**src/cco_params.svh**
```systemverilog
// Register offsets, reset values and timing constants of the compare block
`ifndef CCO_PARAMS_SVH
`define CCO_PARAMS_SVH
`define CCO_ADDR_W 8
`define CCO_OFS_CTRL 8'h00
`define CCO_OFS_CMP 8'h04
`define CCO_OFS_HYST 8'h08
`define CCO_OFS_PDUR 8'h0c
`define CCO_OFS_STATUS 8'h10
`define CCO_OFS_COUNT 8'h14
`define CCO_CTRL_RST 32'h0000_0500
`define CCO_CMP_RST 32'h0000_0000
`define CCO_HYST_RST 8'h00
`define CCO_PDUR_RST 8'h00
`define CCO_HYST_OFF_MAX 8'h01
`define CCO_ST_CFLAG 0
`define CCO_ST_DOUT 1
`define CCO_ST_GATE 2
`define CCO_ST_EV_LSB 8
`define CCO_ST_EV_MSB 12
`define CCO_EV_GOPEN 0
`define CCO_EV_GCLOSE 1
`define CCO_EV_CMP 2
`define CCO_EV_OVF 3
`define CCO_EV_UNF 4
`define CCO_IN_A 0
`define CCO_IN_B 1
`define CCO_IN_LATCH 2
`define CCO_IN_GATE 3
`define CCO_GATE_CHANNEL 3
`define CCO_CLK_NS 4
`define CCO_MS_NS 1000000
`define CCO_MS_CYC (`CCO_MS_NS / `CCO_CLK_NS)
`define CCO_PDUR_MS_STEP 2
`define CCO_MINP_1K_NS 400000
`define CCO_MINP_2K_NS 200000
`define CCO_MINP_5K_NS 80000
`define CCO_MINP_10K_NS 40000
`define CCO_MINP_30K_NS 13000
`define CCO_MINP_60K_NS 6700
`define CCO_MINP_100K_NS 4000
`define CCO_FSEL_1K 3'h0
`define CCO_FSEL_2K 3'h1
`define CCO_FSEL_5K 3'h2
`define CCO_FSEL_10K 3'h3
`define CCO_FSEL_30K 3'h4
`define CCO_FSEL_60K 3'h5
`define CCO_FSEL_100K 3'h6
`endif

```
**src/cco_pkg.sv**
```systemverilog
// Types shared by the compare block and its helpers
package cco_pkg;
  typedef enum logic [1:0] {
    CCO_MODE_NONE = 2'h0,
    CCO_MODE_CMP = 2'h1,
    CCO_MODE_PULSE = 2'h2,
    CCO_MODE_RSV = 2'h3
  } cco_mode_e;
  typedef enum logic [1:0] {
    CCO_DIR_NONE = 2'h0,
    CCO_DIR_UP = 2'h1,
    CCO_DIR_DOWN = 2'h2,
    CCO_DIR_RSV = 2'h3
  } cco_dir_e;
  typedef enum logic [1:0] {
    CCO_PT_IDLE = 2'b01,
    CCO_PT_RUN = 2'b10
  } cco_pt_e;
  typedef struct packed {
    logic [15:0] rsv;
    logic [4:0] ev_en;
    logic [2:0] freq;
    logic hw_gate_en;
    logic sw_gate;
    logic user_out;
    cco_dir_e dir;
    logic rel_le;
    cco_mode_e mode;
  } cco_ctrl_s;
  typedef struct packed {
    logic valid;
    logic up;
    logic ovf;
    logic unf;
    logic [31:0] value;
  } cco_cnt_s;
  typedef struct packed {
    cco_pt_e st;
    logic [17:0] pre;
    logic [8:0] ms;
    logic [8:0] tgt;
  } cco_pt_s;
  typedef struct packed {
    logic [3:0] q;
    logic [3:0][16:0] cnt;
  } cco_filt_s;
  typedef struct packed {
    cco_ctrl_s ctrl;
    logic [31:0] cmp;
    logic [7:0] hyst;
    logic [7:0] pdur;
    logic [31:0] prdata;
    logic cflag;
    logic dout;
    logic hold;
    logic armed;
    logic gate;
    logic hwg_q;
    logic [4:0] sticky;
    logic [4:0] ev;
  } cco_top_s;
endpackage : cco_pkg

```
**src/cco_filt.sv**
```systemverilog
// Input frequency limiter: a level passes once stable for the minimum pulse
`include "cco_params.svh"
module cco_filt #(
  parameter int P1K = `CCO_MINP_1K_NS / `CCO_CLK_NS,
  parameter int P2K = `CCO_MINP_2K_NS / `CCO_CLK_NS,
  parameter int P5K = `CCO_MINP_5K_NS / `CCO_CLK_NS,
  parameter int P10K = `CCO_MINP_10K_NS / `CCO_CLK_NS
) (
  input wire logic clock_i, // System clock
  input wire logic rst_n_i, // Sync reset, active low
  input wire logic [3:0] raw_i, // Raw inputs
  input wire logic [2:0] sel_i, // Frequency select
  output logic [3:0] filt_o // Filtered inputs
);
  cco_pkg::cco_filt_s s, n;

  // Round down so a pulse of exactly the minimum width still passes
  function automatic logic [16:0] thr(input logic [2:0] sel);
    case (sel)
      `CCO_FSEL_1K: thr = 17'(P1K);
      `CCO_FSEL_2K: thr = 17'(P2K);
      `CCO_FSEL_5K: thr = 17'(P5K);
      `CCO_FSEL_10K: thr = 17'(P10K);
      `CCO_FSEL_30K: thr = 17'(`CCO_MINP_30K_NS / `CCO_CLK_NS);
      `CCO_FSEL_60K: thr = 17'(`CCO_MINP_60K_NS / `CCO_CLK_NS);
      default: thr = 17'(`CCO_MINP_100K_NS / `CCO_CLK_NS);
    endcase
  endfunction : thr

  // One stability counter per input, shared frequency setting
  always_comb begin
    n = s;
    for (int i = 0; i < 4; i++) begin
      if (raw_i[i] == s.q[i]) begin
        n.cnt[i] = '0;
      end else if (s.cnt[i] + 17'h1 >= thr(sel_i)) begin
        n.q[i] = raw_i[i];
        n.cnt[i] = '0;
      end else begin
        n.cnt[i] = s.cnt[i] + 17'h1;
      end
    end
  end

  // State register
  always_ff @(posedge clock_i) begin
    if (!rst_n_i) begin
      s <= '0;
    end else begin
      s <= n;
    end
  end

  assign filt_o = s.q;
endmodule : cco_filt

```
**src/cco_pulse.sv**
```systemverilog
// Pulse duration timer in 2 ms steps, restarted at each pulse
`include "cco_params.svh"
module cco_pulse #(
  parameter int MS_CYCLES = `CCO_MS_CYC
) (
  input wire logic clock_i, // System clock
  input wire logic rst_n_i, // Sync reset, active low
  input wire logic start_i, // Start a pulse
  input wire logic [7:0] dur_i, // Duration in 2 ms steps
  output logic busy_o, // Pulse running
  output logic last_o // Final cycle of the pulse
);
  localparam logic [17:0] PRE_LAST = 18'(MS_CYCLES - 1);
  cco_pkg::cco_pt_s s, n;
  logic pre_wrap;

  assign pre_wrap = s.pre == PRE_LAST;
  assign busy_o = s.st == cco_pkg::CCO_PT_RUN;
  assign last_o = busy_o && pre_wrap && (s.ms == s.tgt - 9'h1);

  // Own prescaler, so the pulse length does not depend on a free tick
  always_comb begin
    n = s;
    case (s.st)
      cco_pkg::CCO_PT_IDLE: begin
        if (start_i && dur_i != 8'h0) begin
          n.st = cco_pkg::CCO_PT_RUN;
          n.tgt = 9'(dur_i * `CCO_PDUR_MS_STEP);
          n.pre = '0;
          n.ms = '0;
        end
      end
      cco_pkg::CCO_PT_RUN: begin
        if (last_o) begin
          n.st = cco_pkg::CCO_PT_IDLE;
        end else if (pre_wrap) begin
          n.pre = '0;
          n.ms = s.ms + 9'h1;
        end else begin
          n.pre = s.pre + 18'h1;
        end
      end
      default: n.st = cco_pkg::CCO_PT_IDLE;
    endcase
  end

  // State register
  always_ff @(posedge clock_i) begin
    if (!rst_n_i) begin
      s <= '{st: cco_pkg::CCO_PT_IDLE, default: '0};
    end else begin
      s <= n;
    end
  end
endmodule : cco_pulse

```
**src/cco_top.sv**
```systemverilog
// Compare output, status flag, input limiter and events of one counter
`include "cco_params.svh"
module cco_top #(
  parameter int CHANNEL_ID = `CCO_GATE_CHANNEL,
  parameter int MS_CYCLES = `CCO_MS_CYC,
  parameter int FILT_1K_CYC = `CCO_MINP_1K_NS / `CCO_CLK_NS,
  parameter int FILT_2K_CYC = `CCO_MINP_2K_NS / `CCO_CLK_NS,
  parameter int FILT_5K_CYC = `CCO_MINP_5K_NS / `CCO_CLK_NS,
  parameter int FILT_10K_CYC = `CCO_MINP_10K_NS / `CCO_CLK_NS
) (
  input wire logic clock_i, // System clock, 250 MHz
  input wire logic rst_n_i, // Sync reset, active low
  input wire logic psel_i, // APB select
  input wire logic penable_i, // APB enable
  input wire logic pwrite_i, // APB write
  input wire logic [7:0] paddr_i, // APB byte address
  input wire logic [31:0] pwdata_i, // APB write data
  output logic [31:0] prdata_o, // APB read data
  output logic pready_o, // APB ready
  output logic pslverr_o, // APB error on unmapped address
  input wire cco_pkg::cco_cnt_s cnt_i, // Counter core update
  input wire logic track_a_i, // Raw track A / pulse
  input wire logic track_b_i, // Raw track B / direction
  input wire logic latch_i, // Raw latch input
  input wire logic hw_gate_i, // Raw hardware gate
  output logic [3:0] filt_o, // Limited inputs to the core
  output logic gate_open_o, // Effective gate
  output logic dout_o, // Digital output
  output logic compare_status_flag_o, // Comparator status
  output logic [4:0] event_o // One-cycle event pulses
);
  cco_pkg::cco_top_s s, n;
  logic [3:0] raw;
  logic pt_start;
  logic pt_busy;
  logic pt_last;
  logic setup;
  logic wr;
  logic mapped;

  // Signed 33-bit view keeps compare arithmetic free of wrap-around
  function automatic logic signed [32:0] sx(input logic [31:0] v);
    sx = signed'({v[31], v});
  endfunction : sx

  // Edge of the hysteresis band around the compare value
  function automatic logic signed [32:0] band(input logic [31:0] c,
                                              input logic [7:0] h,
                                              input logic hi);
    logic signed [32:0] d;
    d = (h > `CCO_HYST_OFF_MAX) ? signed'({25'h0, h}) : '0;
    band = hi ? sx(c) + d : sx(c) - d;
  endfunction : band

  // Address decode of the register window
  function automatic logic is_mapped(input logic [7:0] a);
    case (a)
      `CCO_OFS_CTRL, `CCO_OFS_CMP, `CCO_OFS_HYST, `CCO_OFS_PDUR,
      `CCO_OFS_STATUS, `CCO_OFS_COUNT: is_mapped = 1'b1;
      default: is_mapped = 1'b0;
    endcase
  endfunction : is_mapped

  assign raw = {hw_gate_i, latch_i, track_b_i, track_a_i};

  // Limiter on the four counter inputs
  cco_filt #(
    .P1K(FILT_1K_CYC),
    .P2K(FILT_2K_CYC),
    .P5K(FILT_5K_CYC),
    .P10K(FILT_10K_CYC)
  ) u_filt (
    .clock_i(clock_i),
    .rst_n_i(rst_n_i),
    .raw_i(raw),
    .sel_i(s.ctrl.freq),
    .filt_o(filt_o)
  );

  // Pulse length timer
  cco_pulse #(
    .MS_CYCLES(MS_CYCLES)
  ) u_pulse (
    .clock_i(clock_i),
    .rst_n_i(rst_n_i),
    .start_i(pt_start),
    .dur_i(s.pdur),
    .busy_o(pt_busy),
    .last_o(pt_last)
  );

  // APB phases; the slave never inserts wait states
  assign setup = psel_i && !penable_i;
  assign wr = psel_i && penable_i && pwrite_i;
  assign mapped = is_mapped(paddr_i);
  assign pready_o = 1'b1;
  assign pslverr_o = psel_i && penable_i && !mapped;

  // Next state of registers, comparison and events
  always_comb begin
    logic signed [32:0] cv;
    logic signed [32:0] lo;
    logic signed [32:0] hi;
    logic eq;
    logic outside;
    logic dir_ok;
    logic set_c;
    logic clr_c;
    logic fire;
    logic hwg;
    logic ch3;
    logic [4:0] ev;
    logic [4:0] w1c;
    cv = sx(cnt_i.value);
    lo = band(s.cmp, s.hyst, 1'b0);
    hi = band(s.cmp, s.hyst, 1'b1);
    eq = cnt_i.value == s.cmp;
    outside = (cv < lo) || (cv > hi);
    dir_ok = 1'b0;
    set_c = 1'b0;
    clr_c = 1'b0;
    fire = 1'b0;
    hwg = filt_o[`CCO_IN_GATE];
    ch3 = CHANNEL_ID == `CCO_GATE_CHANNEL;
    ev = '0;
    w1c = '0;
    n = s;
    pt_start = 1'b0;

    // Register writes take effect in the access phase
    if (wr) begin
      case (paddr_i)
        `CCO_OFS_CTRL: n.ctrl = cco_pkg::cco_ctrl_s'(pwdata_i);
        `CCO_OFS_CMP: n.cmp = pwdata_i;
        `CCO_OFS_HYST: n.hyst = pwdata_i[7:0];
        `CCO_OFS_PDUR: n.pdur = pwdata_i[7:0];
        `CCO_OFS_STATUS: w1c = pwdata_i[`CCO_ST_EV_MSB:`CCO_ST_EV_LSB];
        default: n.cmp = s.cmp;
      endcase
    end

    // Read data is captured in setup so prdata_o comes from a flop
    if (setup && !pwrite_i) begin
      case (paddr_i)
        `CCO_OFS_CTRL: n.prdata = s.ctrl;
        `CCO_OFS_CMP: n.prdata = s.cmp;
        `CCO_OFS_HYST: n.prdata = {24'h0, s.hyst};
        `CCO_OFS_PDUR: n.prdata = {24'h0, s.pdur};
        `CCO_OFS_STATUS: begin
          n.prdata = '0;
          n.prdata[`CCO_ST_CFLAG] = s.cflag;
          n.prdata[`CCO_ST_DOUT] = s.dout;
          n.prdata[`CCO_ST_GATE] = s.gate;
          n.prdata[`CCO_ST_EV_MSB:`CCO_ST_EV_LSB] = s.sticky;
        end
        `CCO_OFS_COUNT: n.prdata = cnt_i.value;
        default: n.prdata = '0;
      endcase
    end

    // Main direction filter for pulse arrivals
    case (s.ctrl.dir)
      cco_pkg::CCO_DIR_UP: dir_ok = cnt_i.up;
      cco_pkg::CCO_DIR_DOWN: dir_ok = !cnt_i.up;
      default: dir_ok = 1'b1;
    endcase

    // Comparator relation; clearing waits for the band edge
    if (s.ctrl.rel_le) begin
      set_c = cv <= sx(s.cmp);
      clr_c = cv > hi;
    end else begin
      set_c = cv >= sx(s.cmp);
      clr_c = cv < lo;
    end

    // Output characteristic; in compare mode the flag changes only on a counter update
    case (s.ctrl.mode)
      cco_pkg::CCO_MODE_CMP: begin
        n.hold = 1'b0;
        n.armed = 1'b1;
        if (cnt_i.valid) begin
          if (set_c) begin
            n.cflag = 1'b1;
          end else if (clr_c) begin
            n.cflag = 1'b0;
          end
        end
        n.dout = n.cflag;
        ev[`CCO_EV_CMP] = n.cflag && !s.cflag;
      end
      cco_pkg::CCO_MODE_PULSE: begin
        // Busy and hold block any retrigger while the output is high
        fire = cnt_i.valid && eq && s.armed && dir_ok && !pt_busy &&
               !s.hold;
        if (fire) begin
          n.armed = 1'b0;
        end else if (cnt_i.valid && outside) begin
          n.armed = 1'b1;
        end
        pt_start = fire && s.pdur != `CCO_PDUR_RST;
        if (fire && s.pdur == `CCO_PDUR_RST) begin
          n.hold = 1'b1;
        end else if (cnt_i.valid && !eq) begin
          n.hold = 1'b0;
        end
        // Output drops in the cycle the timer goes idle
        n.dout = pt_start || (pt_busy && !pt_last) || n.hold;
        n.cflag = n.dout;
        ev[`CCO_EV_CMP] = fire;
      end
      default: begin
        n.dout = s.ctrl.user_out;
        n.cflag = 1'b0;
        n.hold = 1'b0;
        n.armed = 1'b1;
      end
    endcase

    // Effective gate; hardware gate only counts on the gate channel
    n.gate = s.ctrl.sw_gate && (!(ch3 && s.ctrl.hw_gate_en) || hwg);
    n.hwg_q = hwg;
    if (ch3 && s.ctrl.sw_gate) begin
      ev[`CCO_EV_GOPEN] = hwg && !s.hwg_q;
      ev[`CCO_EV_GCLOSE] = !hwg && s.hwg_q;
    end
    ev[`CCO_EV_OVF] = cnt_i.ovf;
    ev[`CCO_EV_UNF] = cnt_i.unf;

    // Enables gate the events; a new event wins over a clear
    n.ev = ev & s.ctrl.ev_en;
    n.sticky = (s.sticky & ~w1c) | n.ev;
  end

  // State register
  always_ff @(posedge clock_i) begin
    if (!rst_n_i) begin
      s <= '0;
      s.ctrl <= cco_pkg::cco_ctrl_s'(`CCO_CTRL_RST);
      s.cmp <= `CCO_CMP_RST;
      s.hyst <= `CCO_HYST_RST;
      s.pdur <= `CCO_PDUR_RST;
      s.armed <= 1'b1;
    end else begin
      s <= n;
    end
  end

  assign prdata_o = s.prdata;
  assign gate_open_o = s.gate;
  assign dout_o = s.dout;
  assign compare_status_flag_o = s.cflag;
  assign event_o = s.ev;
endmodule : cco_top

```
**config.mk**
```make
export PLATFORM = sky130hd
export DESIGN_NAME = cco_top
export DESIGN_NICKNAME = d
export VERILOG_FILES = /design/src/cco_pkg.sv /design/src/cco_filt.sv /design/src/cco_pulse.sv /design/src/cco_top.sv
export VERILOG_INCLUDE_DIRS = /design/src
export SDC_FILE = /design/constraint.sdc
export NUM_CORES = 1
export LEC_CHECK = 0
export BUFFER_PORTS_ARGS = -buffer_cell sky130_fd_sc_hd__buf_4
export CORE_MARGIN = 2
export CORE_UTILIZATION = 35
export CTS_CLUSTER_DIAMETER = 100
export DETAILED_ROUTE_END_ITERATION = 8
export PLACE_DENSITY = 0.62
export SETUP_SLACK_MARGIN = 0.2
export SLEW_MARGIN = 20
export SYNTH_ARGS = -nofsm -noshare
export SYNTH_HDL_FRONTEND = slang
export SYNTH_SLANG_ARGS = --single-unit
```
**constraint.sdc**
```tcl
create_clock -name clock_i -period 4.9 [get_ports clock_i]
set_input_delay 0.245 -clock clock_i [delete_from_list [all_inputs] [get_ports clock_i]]
set_output_delay 0.245 -clock clock_i [all_outputs]
set_load 0.1 [all_outputs]
```
Word level (Yosys, flattened, before mapping)
Cells that the tools add are included.
{"block": "totals", "reg_bits": 237, "input_bits": 85}
{"block": "classes", "addsub": 9, "n_lt_le_gt_ge": 9, "n_eq_ne": 28, "muxes": 33, "n_bitwise": 9, "n_reduce_logical": 60}
{"cell": "32-bit one-hot mux with 6 select lines", "n": 1}
{"cell": "17-bit one-hot mux with 6 select lines", "n": 1}
{"cell": "17-bit by 1-bit adder with 17-bit output (second input constant)", "n": 4}
{"cell": "17-bit greater-or-equal comparator", "n": 4}
{"cell": "17-bit 2-to-1 mux", "n": 4}
{"cell": "27-bit one-hot mux with 2 select lines", "n": 1}
{"cell": "38-bit 2-to-1 mux", "n": 1}
{"cell": "32-bit by 9-bit adder with 33-bit output", "n": 1}
{"cell": "32-bit by 33-bit > comparator with 1-bit output", "n": 1}
{"cell": "32-bit by 33-bit < comparator with 1-bit output", "n": 1}
{"cell": "32-bit by 9-bit subtractor with 33-bit output", "n": 1}
{"cell": "32-bit == test", "n": 1}
{"cell": "32-bit greater-or-equal comparator", "n": 1}
{"cell": "32-bit less-or-equal comparator", "n": 1}
{"cell": "27-bit 2-to-1 mux", "n": 1}
{"cell": "1-bit logical AND", "n": 22}
{"cell": "2-bit AND reduction", "n": 10}
{"cell": "18-bit by 1-bit adder with 18-bit output (second input constant)", "n": 1}
{"cell": "18-bit == test (second input constant)", "n": 1}
{"cell": "18-bit 2-to-1 mux", "n": 1}
{"cell": "8-bit by 4-bit == test with 1-bit output (second input constant)", "n": 2}
{"cell": "8-bit by 5-bit == test with 1-bit output (second input constant)", "n": 2}
{"cell": "8-bit logical NOT", "n": 2}
{"cell": "1-bit 2-to-1 mux", "n": 13}
{"cell": "34 further kinds", "n": 70}

Depth between registers and ports, before layout
Gate-level depths: netlist of run 1.
{"block": "logic_depth", "depth_word": 13, "ltp_mapped": 22, "mapped_depth_nobuf": 22}

Hierarchy
From an unflattened synthesis of run 1, not the netlist that was laid out.
{"block": "unflattened", "cells_unflattened": 2050, "area_unflattened_um2": 16625.9}
{"mod": "cco_top", "n_inst": 1, "cells_each": 1265, "area_each_um2": 9745.6}
{"mod": "cco_filt", "n_inst": 1, "cells_each": 541, "area_each_um2": 4828.4}
{"mod": "cco_pulse", "n_inst": 1, "cells_each": 244, "area_each_um2": 2052.0}

Least setup slack after synthesis of run 1
Ideal clock, no wire load.
{"block": "synth_timing", "kind": "reg2reg", "from": "register s[57] (netlist bit)", "to": "register s (netlist bit dout_o)", "setup_time_ps": 58, "arrival_ps": 4883, "setup_slack_ps": -41, "path_stages_with_launch": 23, "path_buffers": 0, "synth_period_minus_slack_ps": 4941, "path_cell_list": "dfxtp_1 > nor3_1 > a21boi_0 > ha_1 > inv_1 > fa_1 > o21ba_2 > o21ai_0 > a21oi_1 > nor2_1 > o41ai_1 > nor3_1 > nand4_1 > xnor2_1 > ha_1 > nand2_1 > or2_2 > nor4_1 > a31oi_1 > a21boi_0 > or3b_2 > o311ai_1 > a211o_1"}
{"block": "synth_via", "elab_chain_len": 10}
{"item": "from (decl)", "line": "cco_top.sv:32", "source": "cco_pkg::cco_top_s s, n;"}
{"item": "from (signal assigned)", "line": "cco_top.sv:245", "source": "s <= n;"}
{"item": "8-bit by 1-bit > comparator with 1-bit output (no source line)"}
{"item": "8-bit 2-to-1 mux (*)", "line": "cco_top.sv:51", "source": "d = (h > `CCO_HYST_OFF_MAX) ? signed'({25'h0, h}) : '0;"}
{"item": "32-bit by 9-bit subtractor with 33-bit output or 32-bit by 9-bit adder with 33-bit output (tied branches)"}
{"item": "32-bit by 33-bit < comparator with 1-bit output or 32-bit by 33-bit > comparator with 1-bit output (tied branches)", "line": "cco_top.sv:174, cco_top.sv:171"}
{"item": "1-bit 2-to-1 mux (*)", "line": "cco_top.sv:169", "source": "if (s.ctrl.rel_le) begin"}
{"item": "1-bit 2-to-1 mux (*)", "line": "cco_top.sv:185", "source": "end else if (clr_c) begin"}
{"item": "1-bit 2-to-1 mux (*)", "line": "cco_top.sv:183", "source": "if (set_c) begin"}
{"item": "1-bit 2-to-1 mux (*)", "line": "cco_top.sv:182", "source": "if (cnt_i.valid) begin"}
{"item": "1-bit 2-to-1 mux (*)", "line": "cco_top.sv:178", "source": "case (s.ctrl.mode)"}
{"item": "4-bit one-hot mux with 2 select lines (*)", "line": "cco_top.sv:178"}
Every way passes the cells marked *; elsewhere a longest branch is shown, timed or not. The select of a mux whose other input is x is not followed.
A chain may end at the register's enable or synchronous reset.

Final worst setup path of run 1
{"block": "layout_timing", "from": "register s[62] (netlist bit)", "to": "register s (netlist bit dout_o)"}
Same word-level chain as after synthesis.

==> results of run 1 <==
## Yosys cell counts (16+ instances only)
library cell                 n
sky130_fd_sc_hd__a222oi_1   29
sky130_fd_sc_hd__and3_1     26
sky130_fd_sc_hd__nor2_1    101
sky130_fd_sc_hd__nand2_1   272
sky130_fd_sc_hd__dfxtp_1   237
sky130_fd_sc_hd__clkbuf_1   76
sky130_fd_sc_hd__nand2b_1   16
sky130_fd_sc_hd__a21o_1     17
sky130_fd_sc_hd__nor4_1     21
sky130_fd_sc_hd__ha_1      186
sky130_fd_sc_hd__xnor2_1    99
sky130_fd_sc_hd__a21boi_0   67
sky130_fd_sc_hd__and2_1     31
sky130_fd_sc_hd__inv_1      85
sky130_fd_sc_hd__nand4_1    53
sky130_fd_sc_hd__xor2_1     46
sky130_fd_sc_hd__nand3_1    66
sky130_fd_sc_hd__mux2i_1    24
sky130_fd_sc_hd__buf_4      43
sky130_fd_sc_hd__o21ai_0    82
sky130_fd_sc_hd__nor2b_1    86
sky130_fd_sc_hd__a21oi_1    87
sky130_fd_sc_hd__nor3_1     36
## path summary, 6_finish.rpt
check / slack, ps / cells past startpoint / endpoint / startpoint
max: 120 / 29 / dout_o / s[62]
min reg2reg: 450 / 2 / s[113] / s[113]
min: 80 / 2 / event_o[4] / cnt_i[32]
max reg2reg: 120 / 29 / dout_o / s[62]
## power breakdown
group | switching, uW | internal, uW
Sequential | 4.39 | 1930
Clock | 874 | 1440
Combinational | 184 | 147
## per-layer routing
layer  track usage (%)  up-vias  wire length [um]
met5                 0        -                13
met4              5.63        2              1370
met3              2.86       80              2660
met2              33.3      411             22500
met1              27.3     7068             22500
li1                  -     7186                 -
## worst max-delay path, delay by kind of cell (launching register included)
family          cells  cell delay, ps
compound gates      9            1340
xor+xnor            1             120
fa+ha+maj           3             680
buf+inv            10            1210
flops               1             320
simple gates        6            1030
## cells by family (layout without fill, tap and decap cells)
group	count (synthesis)	count (layout)	share of synthesized area [%]
xor+xnor	145	145	7.85
buf+inv	215	375	6.19
other cells	1	2	0.0232
mux	26	26	1.62
fa+ha+maj	188	188	14.6
compound gates	381	381	16.0
simple gates	779	779	24.4
flops	237	237	29.3
## metrics by stage
| stage | TNS, ps | instances |
|---|---|---|
| after floorplan | 0 | 1972 |
| after global placement | -463 | 2623 |
| after detailed placement | -742 | 2623 |
| after CTS | 0 | 2726 |
| after global routing | -255 | 2733 |
| final | 0 | 2733 |
## registers in the layout (all words and copies together), names as in the netlist
name and count:
u_pulse.s 37, event_o 5, gate_open_o 1, u_filt.s 68
prdata_o 32, s 88, u_filt.filt_o 4, compare_status_flag_o 1
dout_o 1
## layout make-up
| type | count | area, sq um |
|---|---|---|
| multi-input cells | 1520 | 10600 |
| well taps | 600 | 751 |
| fillers | 4580 | 26100 |
| diodes | 1 | 2.50 |
| repair buffers | 238 | 1900 |
| clock inverters | 15 | 240 |
| clock buffers | 37 | 786 |
| inverters | 85 | 319 |
| flip-flops and latches | 237 | 4750 |
## timing repair
action | CTS | global route
pin swaps | 23 | 33
endpoints found under the setup margin | 3 | 3
gates resized for setup | 29 | 22
endpoints found under the hold margin | 80 | 0
cloned | 0 | 0
hold buffers | 37 | 0
buffers inserted | 14 | 6
==> flow_metrics.py, run 1 <==
metrics = {
    "clock_tree": {
        "tritoncts_clock_tree": "built",
        "max-clock-path-buffers": 3,
        "cts-root-buf": "sky130_fd_sc_hd__clkbuf_16",
        "worstSkewPairLatency_ps": 570,
        "clk_transition_reported_paths_ps": 60,
        "htree_levels": 1,
        "cts_sinks": 237,
        "cts_made_buffers": 28,
    },
    "placed_design": {
        "port_buffers": 129,
        "globalplace.congestion": 0.912,
        "postPlaceCellArea_sq_um": 17600,
        "dp_hpwl_um": 36700,
        "dp_worst_setup_slack_ps": -361,
    },
    "routing": {
        "viasPerCell": 5.40,
        "number_of_nets_with_antenna_violations_after_routing": 0,
        "totalWireLength_um": 49100,
        "route.vias.total": 14700,
        "drt_pass_1_iters": 9,
        "detail_route.iter0.violations": 1263,
        "route.detailed.wl_per_inst_um": 18.0,
        "drc": 0,
    },
    "yosys": {
        "synth.yosys.warnings": 0,
        "synth_nets": 2245,
        "syn_avg_cell_area_sq_um": 8.21,
        "yosys.cell_types.count": 83,
        "top_cell_type_by_total_area_after_synthesis": "sky130_fd_sc_hd__dfxtp_1",
        "syn_area_sq_um": 16200,
        "synth-seq-cells": 237,
        "synthDominantCellAreaShare_pct": 29.3,
        "synth_top_flop_cell": "sky130_fd_sc_hd__dfxtp_1",
        "synthTopCellsByArea": "sky130_fd_sc_hd__dfxtp_1 29%, sky130_fd_sc_hd__ha_1 14%, sky130_fd_sc_hd__nand2_1 6.3%",
        "count_of_flip_flops_with_a_built_in_enable_after_synthesis": 0,
        "syn-instance-count": 1972,
        "synth-async-reset-ratio_pct": 0,
        "synth.yosys.seq_area_share_pct": 29.3,
    },
    "finish": {
        "layout.cell_area.non_filler_sq_um": 19400,
        "most-common-layout-cells": "272 x sky130_fd_sc_hd__nand2_1, 232 x sky130_fd_sc_hd__dfxtp_1, 195 x sky130_fd_sc_hd__buf_4",
        "areaGrowthSynthToFinish_pct": 19.6,
        "design.final.nets": 2383,
        "post_route_cells_drive_above_1_share_pct": 15.0,
        "finalCoreUtilization_pct": 42.6,
        "mostFrequentLayoutCell": "sky130_fd_sc_hd__nand2_1",
    },
    "sta": {
        "timing.hold.ws_ps": 76.0,
        "grt_setup_unrepaired": "yes",
        "max_clock_freq_mhz": 209,
        "setup_viols_final": 0,
        "clock_skew_ps": 18.5,
        "timing.final.hold_violations": 0,
        "min_period_ps": 4780,
        "slew_headroom_pct": 28.1,
        "worst_slack_ps": 122,
        "final.period_utilization_pct": 97.5,
        "tightest_slew_ps": 1070,
        "report.final.slew_viol_count": 0,
    },
    "setup_path": {
        "crit_top_cell": "sky130_fd_sc_hd__buf_4",
        "worst-endpoint-arrival_ps": 5290,
        "critical_path.startpoint_type": "flop",
        "end_kind": "flop",
        "critical_path_peak_fanout": 2,
        "worst_path_max_delay_cell": "sky130_fd_sc_hd__or3b_4",
        "critical-path-max-stage-delay_ps": 380,
        "critical_setup_path_class": "flop to flop",
        "critPathRequiredTime_ps": 5410,
    },
    "power_and_ir_drop": {
        "leakagePower_uw": 0.00772,
        "total_power_draw_uw": 4590,
        "irDropWorstVdd_mv": 0.243,
        "power_per_cell_area_nw_per_um2": 237,
    },
    "global_routing": {
        "grt_max_degree": 89,
        "number_of_antenna_violations_at_the_first_check_in_global_routing": 2,
        "first_pass_grt_wire_length_um": 76900,
        "grt_pass1_vias": 14100,
        "grt-ovfl-total": 0,
        "grtUsageTotal_pct": 20.1,
    },
    "die": {
        "design.core.area_sq_um": 45500,
        "die_h_um": 219,
        "rows": 78,
        "die_area_sq_um": 48000,
        "io-pin-count": 131,
        "initial_core_utilization_pct": 35.6,
        "die_w_um": 219,
    },
    "flow_run": {
        "cap_viol_max_count": 0,
    },
    "outcome": {
        "run_status": "completed",
    },
    "hold_path": {
        "min-delay-path-class": "input pin to flop",
    },
}
(Power assumes the default switching activity.)
==> inputs of run 2 (changes only) <==
--- a/config.mk
+++ b/config.mk
@@ -14,4 +14,5 @@
 export PLACE_DENSITY = 0.62
+export RECOVER_POWER = 50
 export SETUP_SLACK_MARGIN = 0.2
-export SLEW_MARGIN = 20
+export SLEW_MARGIN = 5
 export SYNTH_ARGS = -nofsm -noshare
==> constraint.sdc (replaced) <==
create_clock -name clock_i -period 4.9 [get_ports clock_i]
set_input_delay 0.735 -clock clock_i [delete_from_list [all_inputs] [get_ports clock_i]]
set_output_delay 0.735 -clock clock_i [all_outputs]
set_load 0.1 [all_outputs]
==> run 2 against run 1 <==
  * Sequential power about the same
  * Setup slack improved by 12 ps
  * Global-route usage is 0.069 points lower
  * Critical path depth fell by 8
  * First-iteration DRC count is 11% higher
  * Die area unchanged
  * Via count fell by 0.53%
  * Sequential share of layout area rose by 0.68 points
  * The run now ends with max-capacitance violations, max-slew violations left
  * Clock-buffer cell count rose by 2
==> flow_metrics.py, run 2 (synthesized netlist as in run 1, its figures left out) <==
metrics = {
    "die": {
        "rows": 78,
        "die_area_sq_um": 48000,
        "design.core.area_sq_um": 45500,
        "die_w_um": 219,
        "die_h_um": 219,
        "io-pin-count": 131,
        "initial_core_utilization_pct": 35.6,
    },
    "finish": {
        "instances_no_fill": 2697,
        "largest_reg_flops": 88,
        "most-common-layout-cells": "272 x sky130_fd_sc_hd__nand2_1, 231 x sky130_fd_sc_hd__dfxtp_1, 183 x sky130_fd_sc_hd__ha_1",
        "design.final.nets": 2350,
        "largestRegisters": "s: 88 flops, u_filt.s: 68 flops, u_pulse.s: 37 flops",
        "layout.cell_area.non_filler_sq_um": 18800,
        "finalCoreUtilization_pct": 41.4,
        "mostFrequentLayoutCell": "sky130_fd_sc_hd__nand2_1",
        "post_route_cells_drive_above_1_share_pct": 13.7,
        "max_flop_register": "s",
        "areaGrowthSynthToFinish_pct": 16.4,
        "final.fill_count": 4612,
    },
    "placed_design": {
        "globalplace.congestion": 0.940,
        "dp_hpwl_um": 37100,
        "port_buffers": 129,
        "placed_cells_incl_taps": 2632,
        "postPlaceCellArea_sq_um": 17700,
    },
    "routing": {
        "drt_pass_1_iters": 8,
        "route.vias.total": 14700,
        "number_of_nets_with_antenna_violations_after_routing": 0,
        "detail_route.iter0.violations": 1404,
        "drc": 0,
        "viasPerCell": 5.44,
        "totalWireLength_um": 49500,
        "route.detailed.wl_per_inst_um": 18.3,
    },
    "power_and_ir_drop": {
        "p_comb_share_pct": 7.0,
        "total_power_draw_uw": 4440,
        "power_per_cell_area_nw_per_um2": 235,
        "internal-power_uw": 3390,
        "leakagePower_uw": 0.00733,
        "irDropWorstVdd_mv": 0.274,
        "power_frac_clock_pct": 49.4,
        "netSwitchingFraction_pct": 23.7,
        "power.share.sequential_pct": 43.6,
        "p_sw_uw": 1050,
    },
    "global_routing": {
        "first_pass_grt_wire_length_um": 76400,
        "number_of_antenna_violations_at_the_first_check_in_global_routing": 1,
        "grtUsageTotal_pct": 20.1,
        "grt_pass1_vias": 14000,
        "grt-ovfl-total": 0,
        "grt_max_degree": 75,
    },
    "sta": {
        "max_clock_freq_mhz": 210,
        "timing.final.hold_violations": 0,
        "min_period_ps": 4770,
        "tightest_slew_ps": 2670,
        "final.period_utilization_pct": 97.3,
        "clock_skew_ps": 8.71,
        "report.final.slew_viol_count": 142,
        "slew_headroom_pct": -78.2,
        "timing.hold.ws_ps": 411,
        "grt_setup_unrepaired": "yes",
        "setup_viols_final": 0,
    },
    "clock_tree": {
        "clk_transition_reported_paths_ps": 60,
        "max-clock-path-buffers": 3,
        "cts_made_buffers": 28,
        "tritoncts_clock_tree": "built",
        "cts-root-buf": "sky130_fd_sc_hd__clkbuf_16",
        "cts_sinks": 237,
        "worstSkewPairLatency_ps": 560,
        "htree_levels": 1,
    },
    "hold_path": {
        "min-delay-start": "pwdata_i[10]",
        "hold_path_depth": 3,
        "hold_end": "s[106]",
        "min-delay-path-class": "input pin to flop",
    },
    "setup_path": {
        "critical_path_peak_fanout": 4,
        "reg2regPathDepth": 21,
        "critical_path.startpoint_type": "flop",
        "critPathRequiredTime_ps": 5350,
        "worst-endpoint-arrival_ps": 5210,
        "r2r_start": "s[63]",
        "end_kind": "flop",
        "critical_setup_path_class": "flop to flop",
        "r2r_end": "dout_o",
        "rrSetupSlack_ps": 130,
    },
    "outcome": {
        "failing_checks": "max-capacitance violations, max-slew violations",
        "run_status": "finished with violations",
    },
    "flow_run": {
        "cap_viol_max_count": 2,
    },
}
run 2: layout make-up:
| type | count | area (sq um) | area share (%) |
|---|---|---|---|
| tap | 600 | 751 | 3.99 |
| antenna | 1 | 2.50 | 0.0133 |
| inverter | 85 | 322 | 1.71 |
| clock inverter | 10 | 140 | 0.744 |
| timing repair buffer | 205 | 1380 | 7.32 |
| clock buffer | 39 | 823 | 4.37 |
| multi-input combinational | 1520 | 10700 | 56.6 |
| sequential | 237 | 4750 | 25.2 |
run 2: power by group through the flow:
stage | Combinational, uW | Sequential (uW) | Clock, uW
5_1_grt | 340 | 1930 | 2310
3_5_place_dp | 296 | 1980 | 0
2_1_floorplan | 153 | 1980 | 0
3_3_place_gp | 290 | 1980 | 0
6_report | 309 | 1930 | 2190
4_1_cts | 301 | 1930 | 2240
run 2: repair_timing:
| item | 4_1_cts | 5_1_grt |
|---|---|---|
| pin swaps | 16 | 35 |
| buffers inserted | 8 | 7 |
| gates resized for setup | 27 | 37 |
| hold buffers | 0 | 0 |
| setup endpoints to repair | 3 | 3 |
run 2: worst max-delay path: stages, from the launching register on:
cell                       delay (ps)
sky130_fd_sc_hd__dfxtp_2          330
sky130_fd_sc_hd__buf_6            110
sky130_fd_sc_hd__inv_4             40
sky130_fd_sc_hd__ha_4             150
sky130_fd_sc_hd__or4_4            500
sky130_fd_sc_hd__nor4_4           260
sky130_fd_sc_hd__nand4_1          190
sky130_fd_sc_hd__nor4_2           310
sky130_fd_sc_hd__buf_4            180
sky130_fd_sc_hd__and2_4           160
sky130_fd_sc_hd__nand3_4           90
sky130_fd_sc_hd__nor3_4           210
sky130_fd_sc_hd__xnor2_1          100
sky130_fd_sc_hd__ha_1             300
sky130_fd_sc_hd__and2_4           140
sky130_fd_sc_hd__a221o_1          340
sky130_fd_sc_hd__a221oi_2         340
sky130_fd_sc_hd__o21ai_1          160
sky130_fd_sc_hd__a21oi_2          180
sky130_fd_sc_hd__xnor2_2          160
sky130_fd_sc_hd__o311ai_2         120
sky130_fd_sc_hd__a211o_1          280
run 2: worst max path at each step:
stage / to / from / depth (start not counted)
2_1_floorplan: dout_o / s[57] / 22
3_3_place_gp: dout_o / s[63] / 21
3_5_place_dp: dout_o / s[59] / 22
4_1_cts: dout_o / s[60] / 26
5_1_grt: dout_o / s[59] / 22
6_report: dout_o / s[63] / 21
run 2: stage by stage:
stage | setup TNS [ps] | setup slack, ps
floorplan | 0 | 251
global placement | -227 | -163
detailed placement | -475 | -247
CTS | 0 | 202
global route | -102 | -102
finish | 0 | 134
run 2: metal layers:
metal / share of wire [%] / vias to the layer above / GRT usage (%)
met5: 0 / - / 0
met4: 3.2 / 0 / 6.58
met3: 6.6 / 84 / 3.15
met2: 45 / 519 / 32.7
met1: 45 / 6960 / 27.0
li1: - / 7106 / -
